==> src/inc/readback_defines.vh <==
// Constants for the configuration readback CRC serializer
`ifndef READBACK_DEFINES_VH
`define READBACK_DEFINES_VH
`define RB_CRC_POLY 16'h1021
`define RB_CRC_SEED 16'h0000
`define RB_CRC_OUT_BITS 11
`define RB_CHECK_BITS 4
`define RB_DUMMY_BITS 5
`define RB_FIRST_ONES 2
`define RB_LAST_ONES 7
`define RB_CHECK_PATTERN 4'hA
`endif

==> src/design/config_readback_crc_serializer.v <==
// Configuration load frame checker and readback CRC serializer
`timescale 1ns/1ns
`include "readback_defines.vh"
module config_readback_crc_serializer #(
   parameter FRAME_BITS = 266,
   parameter NUM_FRAMES = 932,
   parameter CNT_W = 16
) (
   // Clock and reset
   input wire i_clk,
   input wire i_resetn,
   // Configuration load stream
   input wire i_cfg_bit_valid,
   input wire i_cfg_bit,
   input wire i_cfg_done,
   output reg o_cfg_error_n,
   output reg o_cfg_wait,
   // Configuration memory read port
   output reg o_mem_rd,
   output reg [CNT_W-1:0] o_mem_frame,
   output reg [CNT_W-1:0] o_mem_bit,
   input wire i_mem_data,
   // Live state capture
   input wire i_capture_en,
   input wire i_state_data,
   // Readback nets
   input wire i_readback_trigger,
   input wire i_readback_shift_clock,
   output reg o_read_in_progress,
   output reg o_readback_serial_out
);
   // States
   localparam S_IDLE = 3'd0;
   localparam S_DUMMY = 3'd1;
   localparam S_FRAME = 3'd2;
   localparam S_END = 3'd3;
   localparam S_CRC = 3'd4;
   localparam S_FIN = 3'd5;

   // Stream positions, worked out wide and cut to the counter width
   localparam integer LAST_BIT_I = FRAME_BITS - 1;
   localparam integer LAST_FRAME_I = NUM_FRAMES - 1;
   localparam integer CHK_START_I = FRAME_BITS - `RB_CHECK_BITS;
   localparam integer ONES_START_I = FRAME_BITS - `RB_LAST_ONES;
   localparam integer FIRST_ONES_I = `RB_FIRST_ONES;
   localparam integer DUMMY_LAST_I = `RB_DUMMY_BITS - 1;
   localparam integer CRC_LAST_I = `RB_CRC_OUT_BITS - 1;
   localparam [CNT_W-1:0] LAST_BIT = LAST_BIT_I[CNT_W-1:0];
   localparam [CNT_W-1:0] LAST_FRAME = LAST_FRAME_I[CNT_W-1:0];
   localparam [CNT_W-1:0] CHK_START = CHK_START_I[CNT_W-1:0];
   localparam [CNT_W-1:0] ONES_START = ONES_START_I[CNT_W-1:0];
   localparam [CNT_W-1:0] FIRST_ONES = FIRST_ONES_I[CNT_W-1:0];
   localparam [3:0] DUMMY_LAST = DUMMY_LAST_I[3:0];
   localparam [3:0] CRC_LAST = CRC_LAST_I[3:0];
   localparam [3:0] CHECK_PATTERN = `RB_CHECK_PATTERN;
   localparam [15:0] CRC_POLY = `RB_CRC_POLY;
   // Far-side inputs through the synchronisers: trigger, shift clock
   localparam integer SYNC_N = 2;

   // Synchronised far-side inputs
   reg clk_last_q;
   wire trig_sync;
   wire clk_sync;

   // Readback sequencer state
   reg [2:0] state_q;
   reg [CNT_W-1:0] frame_q;
   reg [CNT_W-1:0] bit_q;
   reg [3:0] cnt_q;
   reg [15:0] crc_q;

   // Load checker state
   reg [CNT_W-1:0] ld_bit_q;
   reg [3:0] ld_chk_q;
   reg ld_par_q;

   // Edge strobe and combinational output pick
   wire rise;
   reg out_d;
   reg adv_crc;

   // Far-side inputs gathered for the synchronisers
   wire [SYNC_N-1:0] async_in;
   wire [SYNC_N-1:0] sync_vec;
   assign async_in = {i_readback_shift_clock, i_readback_trigger};

   // Two flops per far-side input before any logic reads it
   genvar s;
   generate
      for (s = 0; s < SYNC_N; s = s + 1) begin : g_sync
         reg meta_q;
         reg sync_q;
         always @(posedge i_clk) begin
            if (!i_resetn) begin
               meta_q <= 1'b0;
               sync_q <= 1'b0;
            end else begin
               meta_q <= async_in[s];
               sync_q <= meta_q;
            end
         end
         assign sync_vec[s] = sync_q;
      end
   endgenerate

   // Named views of the synchronised inputs
   assign trig_sync = sync_vec[0];
   assign clk_sync = sync_vec[1];

   // Last shift clock level, idles low like the pin: no false edge
   always @(posedge i_clk) begin
      if (!i_resetn)
         clk_last_q <= 1'b0;
      else
         clk_last_q <= clk_sync;
   end

   // Shift clock rising edge
   assign rise = clk_sync & ~clk_last_q;

   // Load position flags within the incoming frame
   wire ld_last;
   wire ld_in_check;
   wire ld_in_data;
   assign ld_last = (ld_bit_q == LAST_BIT);
   assign ld_in_check = (ld_bit_q >= CHK_START);
   assign ld_in_data = (ld_bit_q != {CNT_W{1'b0}});

   // expected check nibble, 101 then running parity
   wire [3:0] chk_seen;
   wire [3:0] chk_want;
   wire frame_bad;
   assign chk_seen = {ld_chk_q[2:0], i_cfg_bit};
   assign chk_want = CHECK_PATTERN | {3'b000, ld_par_q};
   assign frame_bad = (chk_seen != chk_want);

   // frame bit counting, parity and check shift
   always @(posedge i_clk) begin
      if (!i_resetn) begin
         ld_bit_q <= {CNT_W{1'b0}};
         ld_chk_q <= 4'h0;
         ld_par_q <= 1'b0;
         o_cfg_error_n <= 1'b1;
         o_cfg_wait <= 1'b0;
      end else if (i_cfg_bit_valid && !o_cfg_wait && !i_cfg_done) begin
         if (ld_last) begin
            ld_bit_q <= {CNT_W{1'b0}};
            ld_par_q <= 1'b0;
            ld_chk_q <= 4'h0;
            if (frame_bad) begin
               o_cfg_error_n <= 1'b0;
               o_cfg_wait <= 1'b1;
            end
         end else begin
            ld_bit_q <= ld_bit_q + 1'b1;
            if (ld_in_check)
               ld_chk_q <= {ld_chk_q[2:0], i_cfg_bit};
            else if (ld_in_data)
               ld_par_q <= ld_par_q ^ i_cfg_bit;
         end
      end
   end

   // Position flags inside the current readback frame
   wire pos_start;
   wire pos_lead_ones;
   wire pos_check;
   wire pos_tail_ones;
   assign pos_start = (bit_q == {CNT_W{1'b0}});
   assign pos_lead_ones = (frame_q == {CNT_W{1'b0}}) &&
      (bit_q <= FIRST_ONES);
   assign pos_check = (bit_q >= CHK_START);
   assign pos_tail_ones = (frame_q == LAST_FRAME) &&
      (bit_q >= ONES_START);

   // Output bit selection per position
   always @* begin
      out_d = 1'b1;
      adv_crc = 1'b0;
      o_mem_rd = 1'b0;
      o_mem_frame = frame_q;
      o_mem_bit = bit_q;
      case (state_q)
         S_DUMMY: begin
            out_d = 1'b1;
         end
         S_FRAME: begin
            adv_crc = 1'b1;
            if (pos_start)
               out_d = 1'b0;
            else if (pos_lead_ones)
               out_d = 1'b1;
            else if (pos_check)
               out_d = 1'b1;
            else if (pos_tail_ones)
               out_d = 1'b1;
            else begin
               o_mem_rd = 1'b1;
               out_d = i_capture_en ? i_state_data : i_mem_data;
            end
         end
         S_END: begin
            out_d = 1'b0;
            adv_crc = 1'b1;
         end
         S_CRC: begin
            out_d = crc_q[15];
         end
         S_IDLE, S_FIN: begin
            // Idle level between readbacks
            out_d = 1'b1;
         end
         default: begin
            out_d = 1'b1;
         end
      endcase
   end

   // CRC feedback: top bit against the bit leaving on the net
   wire crc_fb;
   wire [15:0] crc_next;
   assign crc_fb = crc_q[15] ^ out_d;

   // Drained signature: plain shift, top bit leaves first
   wire [15:0] crc_drain;

   // one generator tap per CRC bit, MSB first
   genvar b;
   generate
      for (b = 0; b < 16; b = b + 1) begin : g_crc
         if (b == 0) begin : g_low
            assign crc_next[b] = crc_fb & CRC_POLY[b];
            assign crc_drain[b] = 1'b0;
         end else begin : g_up
            assign crc_next[b] = crc_q[b-1] ^ (crc_fb & CRC_POLY[b]);
            assign crc_drain[b] = crc_q[b-1];
         end
      end
   endgenerate

   // Sequencer step flags
   wire dummy_done;
   wire crc_done;
   wire frame_end;
   wire last_frame;

   // Counter end points
   assign dummy_done = (cnt_q == DUMMY_LAST);
   assign crc_done = (cnt_q == CRC_LAST);
   assign frame_end = (bit_q == LAST_BIT);
   assign last_frame = (frame_q == LAST_FRAME);

   // readback sequencer runs beside user logic
   always @(posedge i_clk) begin
      if (!i_resetn) begin
         state_q <= S_IDLE;
         frame_q <= {CNT_W{1'b0}};
         bit_q <= {CNT_W{1'b0}};
         cnt_q <= 4'h0;
         crc_q <= `RB_CRC_SEED;
         o_read_in_progress <= 1'b0;
         o_readback_serial_out <= 1'b1;
      end else if (state_q == S_FIN && !trig_sync &&
                   !o_read_in_progress) begin
         // Rearm once the trigger drops, with no shift edge needed
         state_q <= S_IDLE;
      end else if (rise) begin
         case (state_q)
            S_IDLE: begin
               if (trig_sync && i_cfg_done && o_cfg_error_n) begin
                  o_read_in_progress <= 1'b1;
                  state_q <= S_DUMMY;
                  cnt_q <= 4'h0;
                  crc_q <= `RB_CRC_SEED;
               end
            end
            default: begin
               o_readback_serial_out <= out_d;
               if (adv_crc)
                  crc_q <= crc_next;
               else if (state_q == S_CRC)
                  crc_q <= crc_drain;
               case (state_q)
                  S_DUMMY: begin
                     cnt_q <= cnt_q + 1'b1;
                     if (dummy_done) begin
                        state_q <= S_FRAME;
                        frame_q <= {CNT_W{1'b0}};
                        bit_q <= {CNT_W{1'b0}};
                     end
                  end
                  S_FRAME: begin
                     if (frame_end) begin
                        bit_q <= {CNT_W{1'b0}};
                        if (last_frame)
                           state_q <= S_END;
                        else
                           frame_q <= frame_q + 1'b1;
                     end else begin
                        bit_q <= bit_q + 1'b1;
                     end
                  end
                  S_END: begin
                     state_q <= S_CRC;
                     cnt_q <= 4'h0;
                  end
                  S_CRC: begin
                     cnt_q <= cnt_q + 1'b1;
                     if (crc_done)
                        state_q <= S_FIN;
                  end
                  S_FIN: begin
                     o_read_in_progress <= 1'b0;
                     o_readback_serial_out <= 1'b1;
                     if (!trig_sync)
                        state_q <= S_IDLE;
                  end
                  default: begin
                     // Unused codes fall back to idle
                     o_read_in_progress <= 1'b0;
                     o_readback_serial_out <= 1'b1;
                     state_q <= S_IDLE;
                  end
               endcase
            end
         endcase
      end
   end
endmodule

==> config.mk <==
export PLATFORM = sky130hd
export DESIGN_NAME = config_readback_crc_serializer
export DESIGN_NICKNAME = d
export VERILOG_FILES = /design/src/design/config_readback_crc_serializer.v
export VERILOG_INCLUDE_DIRS = /design/src /design/src/inc
export SDC_FILE = /design/constraint.sdc
export NUM_CORES = 1
export LEC_CHECK = 0
export BUFFER_PORTS_ARGS = -buffer_cell sky130_fd_sc_hd__buf_4
export CAP_MARGIN = 25
export CELL_PAD_IN_SITES_DETAIL_PLACEMENT = 1
export CELL_PAD_IN_SITES_GLOBAL_PLACEMENT = 1
export CORE_MARGIN = 2
export CORE_UTILIZATION = 44
export CTS_BUF_LIST = sky130_fd_sc_hd__clkbuf_16
export DETAILED_ROUTE_END_ITERATION = 6
export PLACE_DENSITY = 0.84
export SLEW_MARGIN = 20
export SYNTH_ARGS = -nofsm -noshare
export SYNTH_HDL_FRONTEND = slang
export SYNTH_SLANG_ARGS = --single-unit
==> constraint.sdc <==
create_clock -name i_clk -period 3.6 [get_ports i_clk]
set_input_delay 0.18 -clock i_clk [delete_from_list [all_inputs] [get_ports i_clk]]
set_output_delay 0.18 -clock i_clk [all_outputs]
set_load 0.05 [all_outputs]
==> Yosys cells after proc, flatten, opt, wreduce, memory -nomap -nowiden <==
Cells that the tools add are included.
Widths: inputs -> output; s select.
{ "word_totals": {"regBits": 84, "in_bits": 10, "out_inout_bits": 37, "word_cells": 134} }
{ "op_classes": {"n_addsub": 4, "order_cmp": 4, "eq_ne": 22, "muxes": 43, "bitwise": 9, "n_reduce_logical": 35} }
{ "ops": {"columns": ["cell", "n"], "rows": [
  ["$mux 16", 9],
  ["$pmux 16 s2", 2],
  ["$add 16x1->16 const B", 3],
  ["$ge 16x9->1 const B", 3],
  ["$eq 16x9->1 const B", 2],
  ["$logic_not 16->1", 2],
  ["$mux 3", 9],
  ["$mux 1", 18],
  ["$eq 16x10->1 const B", 1],
  ["$le 16x2->1 const B", 1],
  ["$reduce_bool 16->1", 1],
  ["$pmux 3 s5", 1],
  ["$reduce_and 7->1", 2],
  ["$reduce_and 4->1", 3],
  ["$ne 2x2->1 const B", 5],
  ["$ne 3x3->1 const B", 3],
  ["$reduce_and 3->1", 3],
  ["$logic_and 1x1->1", 8],
  ["$mux 4", 2],
  ["$pmux 4 s2", 1],
  ["$eq 3x2->1 const B", 2],
  ["$eq 3x3->1 const B", 2],
  ["$ne 3x2->1 const B", 2],
  ["$reduce_bool 2->1", 3],
  ["other kinds (17)", 29]
]} }

==> Depth between registers and ports, before layout <==
{ "depth": {"ltp_word": 11, "ltp_mapped": 11, "mapped_depth_nobuf": 9} }

==> Least setup slack after synthesis <==
Ideal clock, no wire load.
{ "synth_path": {"path_type": "register -> output", "startpoint": "reg bit_q[4], in the netlist o_mem_bit[4]", "endpoint": "out o_mem_rd", "arrival_ns": 3.416, "required_ns": 3.420, "slack_ns": 0.004, "path_stages_with_launch": 5, "n_path_buf": 0, "path_cell_list": "dfxtp_1 or4_4 or3_4 o221a_4 nor4b_1"} }
{ "synth_between": {"elab_chain_cells": 7, "word_cells_on_any_way": 11, "classes_between": "order compare (3); mux (5); reduce/logical (3)"} }
{ "synth_rtl": {"columns": ["item", "line", "source"], "rows": [
  ["start: declaration", "config_readback_crc_serializer.v:68", "reg [CNT_W-1:0] bit_q;"],
  ["start signal: assignment", "config_readback_crc_serializer.v:258", "bit_q <= {CNT_W{1'b0}};"],
  ["start signal: assignment", "config_readback_crc_serializer.v:289", "bit_q <= {CNT_W{1'b0}};"],
  ["start signal: assignment", "config_readback_crc_serializer.v:294", "bit_q <= {CNT_W{1'b0}};"],
  ["$ge 16x9->1", "config_readback_crc_serializer.v:174", "(bit_q >= ONES_START);"],
  ["$logic_and 1x1->1", "config_readback_crc_serializer.v:173", "assign pos_tail_ones = (frame_q == LAST_FRAME) &&"],
  ["$mux 1", "config_readback_crc_serializer.v:195", "else if (pos_tail_ones)"],
  ["$mux 1", "config_readback_crc_serializer.v:193", "else if (pos_check)"],
  ["$mux 1", "config_readback_crc_serializer.v:191", "else if (pos_lead_ones)"],
  ["$mux 1 *", "config_readback_crc_serializer.v:189", "if (pos_start)"],
  ["$mux 1 *", "config_readback_crc_serializer.v:183", "case (state_q)"],
  ["end: declaration", "config_readback_crc_serializer.v:19", "output reg o_mem_rd,"]
]} }
Mark *: on every way between the ends. The rest lies on a longest branch, timed or not.

==> Final worst setup path <==
Same ends and word-level chain as after synthesis.

==> metrics.md <==
| Metric | Value |
|---|---|
| Die Span Y | `102 um` |
| Commonest non-fill, non-tap cell in the layout | `dfxtp_1` |
| # resized after CTS | `0` |
| Routed vias | `3645` |
| Clock Sinks | `84` |
| # hold bufs at CTS | `0` |
| Compound-Gate Fraction of Synth Area | `12.4%` |
| Clock slew seen by the registers of the worst setup and hold paths | `60 ps` |
| Layout Nets | `568` |
| CTS Buffer Depth | `2` |
| Fin. Hold Viols | `0` |
| PortBufs | `46` |
| Detailed Place HPWL | `7.42 mm` |
| Number of global-route vias before repair | `3830` |
| CP arrival | `2690 ps` |
| IO Count | `47` |
| Area of the die | `10400 um^2` |
| Fraction of layout cells with a size suffix above 1 | `13.8%` |
| Clk Latency, worst-skew pair | `340 ps` |
| Number of synthesized flops with an enable pin | `0` |
| Crit share post-route | `79.7%` |
| # diodes | `0` |
| Endpoints failing setup | `0` |
| Synth Area in XOR/XNOR | `8.27%` |
| R2R cell count | `7` |
| Initial drt markers | `98` |
| Largest net degree at the start of global routing | `45` |
| R2r endpoint | `o_mem_frame[7]` |
| Core box area | `9280 um^2` |
| Final setup TNS | `0 ps` |
| Adder-Cell Fraction of Synth Area | `3.84%` |
| Post-layout util | `53.9%` |
| Worst Setup End Kind | `primary output` |
| Leakage Power | `1.92 nW` |
| Worst Skew | `8.49 ps` |
| Slew Viols, Final | `0` |
| Final WS setup | `731 ps` |
| Sequential share of the synthesized area | `39.7%` |
| Mean Syn Cell Area | `8.35 um^2` |
| WS Path Type | `reg2out` |
| GRT Util Overall | `21.7%` |
| Internal power | `0.00163 W` |
| Crit path max fanout | `6` |
| Total power | `0.00206 W` |
| Most frequent cells in the layout | `dfxtp_1, nor2_1, nand2_1` |
| Pre-CTS WS | `793 ps` |
| Mapped Nets | `530` |
| Routed WL | `10.4 mm` |
| First drt pass iteration count | `4` |
| FP Rows | `35` |
| Post-Synthesis Cells | `507` |
| Area growth, synth to finish | `18.2%` |
| Sw frac | `20.6%` |
| Post-synthesis simple-gate area fraction | `31.5%` |
| DR WL/cell | `15.3 um` |
| Final Wtd Congestion | `0.787` |
| Hold Crit Class | `in2reg` |
| Grt ovf | `0` |
| Initial antenna violation count | `0` |
| Psw | `0.000424 W` |
| Async SR Flop Fraction | `0%` |
| CP required | `3420 ps` |
| Detailed-route vias per instance | `5.37` |
| Final ANT Viol Nets | `0` |
| # DRC | `0` |
| Multiplexer share of the synthesized area | `0.739%` |
| Root buf cell | `clkbuf_16` |
| R2R Setup Slk | `740 ps` |
| Die W | `102 um` |
| # H-tree levels | `3` |
| Status | `complete, no violations` |
| Main synth FF type | `dfxtp_1` |
| Post-synthesis cell type count | `59` |
| Pwr Density | `411 nW/um^2` |
| Synthesized area | `4230 um^2` |
| Sequential Power Share | `45.7%` |
| Number of clock buffers inserted by TritonCTS | `9` |
| Ys Warns | `0` |
| Postcts setup bufs | `0` |
| Initial Util | `45.6%` |
| FMAX | `349 MHz` |
| Comb pwr share | `2.9%` |
| Synth Register Bits | `84` |
| R2r startpoint | `o_mem_bit[12]` |
| Relative slew slack | `50.0%` |
| Peak VDD IR | `0.218 mV` |
| First-pass GRT wire length | `18.1 mm` |
| Hold Crit Depth | `2` |
| Unrepaired setup endpoints after global routing | `no` |
| Hold EP | `g_sync[1].meta_q` |
| Worst-margin pin slew | `740 ps` |
| CP Launch Type | `register` |
| Clock share of power | `51.5%` |
| Number of max-cap violations | `0` |
| Hold Startpoint | `i_readback_shift_clock` |
| Largest family of logic cells by synthesized area | `simple AND/OR/NAND/NOR gates` |
| Tmin final | `2870 ps` |
| CTS tree | `yes` |
[worst max-delay path by stage]
| stage | startpoint | to | slack [ps] |
|---|---|---|---|
| after global placement | o_mem_bit[4] | crc_q[12] | 920 |
| final | o_mem_bit[4] | o_mem_rd | 730 |
| after floorplan | o_mem_bit[4] | o_mem_rd | 4 |
| after CTS | o_mem_bit[12] | o_mem_frame[9] | 740 |
| after detailed placement | o_mem_frame[15] | o_mem_frame[14] | 790 |
| after global routing | o_mem_bit[12] | o_mem_frame[5] | 460 |
[Yosys cell counts, types with 3 or more instances]
master | n | area share (%)
dfxtp_1 | 84 | 40
or3_1 | 7 | 1.0
o21ai_0 | 15 | 1.8
a22oi_1 | 3 | 0.53
a21oi_1 | 13 | 1.5
and2_1 | 11 | 1.6
xnor2_1 | 24 | 5.0
inv_1 | 20 | 1.8
or4_1 | 6 | 1.1
nand3_1 | 33 | 3.9
nand4_1 | 12 | 1.8
nand2b_1 | 7 | 1.0
a31oi_1 | 3 | 0.44
clkbuf_1 | 13 | 1.2
nor2b_1 | 12 | 1.8
o21a_1 | 3 | 0.53
nor4_1 | 5 | 0.74
and3_1 | 8 | 1.2
nor3_1 | 9 | 1.1
a21boi_1 | 17 | 3.0
nand2_1 | 61 | 5.4
ha_1 | 13 | 3.8
nor2_1 | 67 | 5.9
xor2_1 | 16 | 3.3
buf_2 | 4 | 0.47
[worst max-delay path: stages (launching register included)]
cell	delay [ps]
dfxtp_1	370
or4_4	570
or3_4	380
o221a_4	290
nor4b_1	460
buf_4	290
[cells by family after synthesis]
logic type,after synthesis
buf+inv,39
flops,84
mux,3
xor+xnor,40
fa+ha+maj,13
compound gates,71
simple gates,257
[stage by stage]
step,hold WS [ps],std cells,area (um^2)
finish,53.0,679,5010
global placement,388,663,4660
CTS,45.8,679,5010
global route,62.8,679,5010
detailed placement,393,663,4660
floorplan,307,507,4230
[final cells by class]
type / count / area [um^2]
Fill cell: 1125 / 4280
Multi-Input combinational cell: 384 / 2400
Sequential cell: 84 / 1680
Timing Repair Buffer: 46 / 345
Clock buffer: 9 / 225
Tap cell: 129 / 161
Clock inverter: 7 / 116
Inverter: 20 / 75.1
[registers in the layout, indices dropped and copies added, names as in the netlist]
register	count
clk_last_q	1
clk_sync	1
cnt_q	4
crc_q	16
g_sync.meta_q	2
g_sync.sync_q	1
ld_bit_q	16
ld_chk_q	3
ld_par_q	1
o_cfg_error_n	1
o_cfg_wait	1
o_mem_bit	16
o_mem_frame	16
o_read_in_progress	1
o_readback_serial_out	1
state_q	3
[power by group through the flow]
stage	Sequential [W]	Combinational [W]	Clock, W
final	0.000939	0.0000594	0.00106
after global routing	0.000940	0.0000671	0.00112
after CTS	0.000939	0.0000605	0.00108
after detailed placement	0.000960	0.0000601	0
after global placement	0.000960	0.0000580	0
after floorplan	0.000963	0.0000365	0
[layer usage]
layer  global-route usage [%]  wire length, um  vias up
li1                         -                -     1816
met2                     39.5             5390       52
met1                     25.8             4560     1766
met4                     7.69              148        0
met3                     3.49              319       11
met5                        0                0        -
Note: power is estimated with default switching activity, not from simulation.
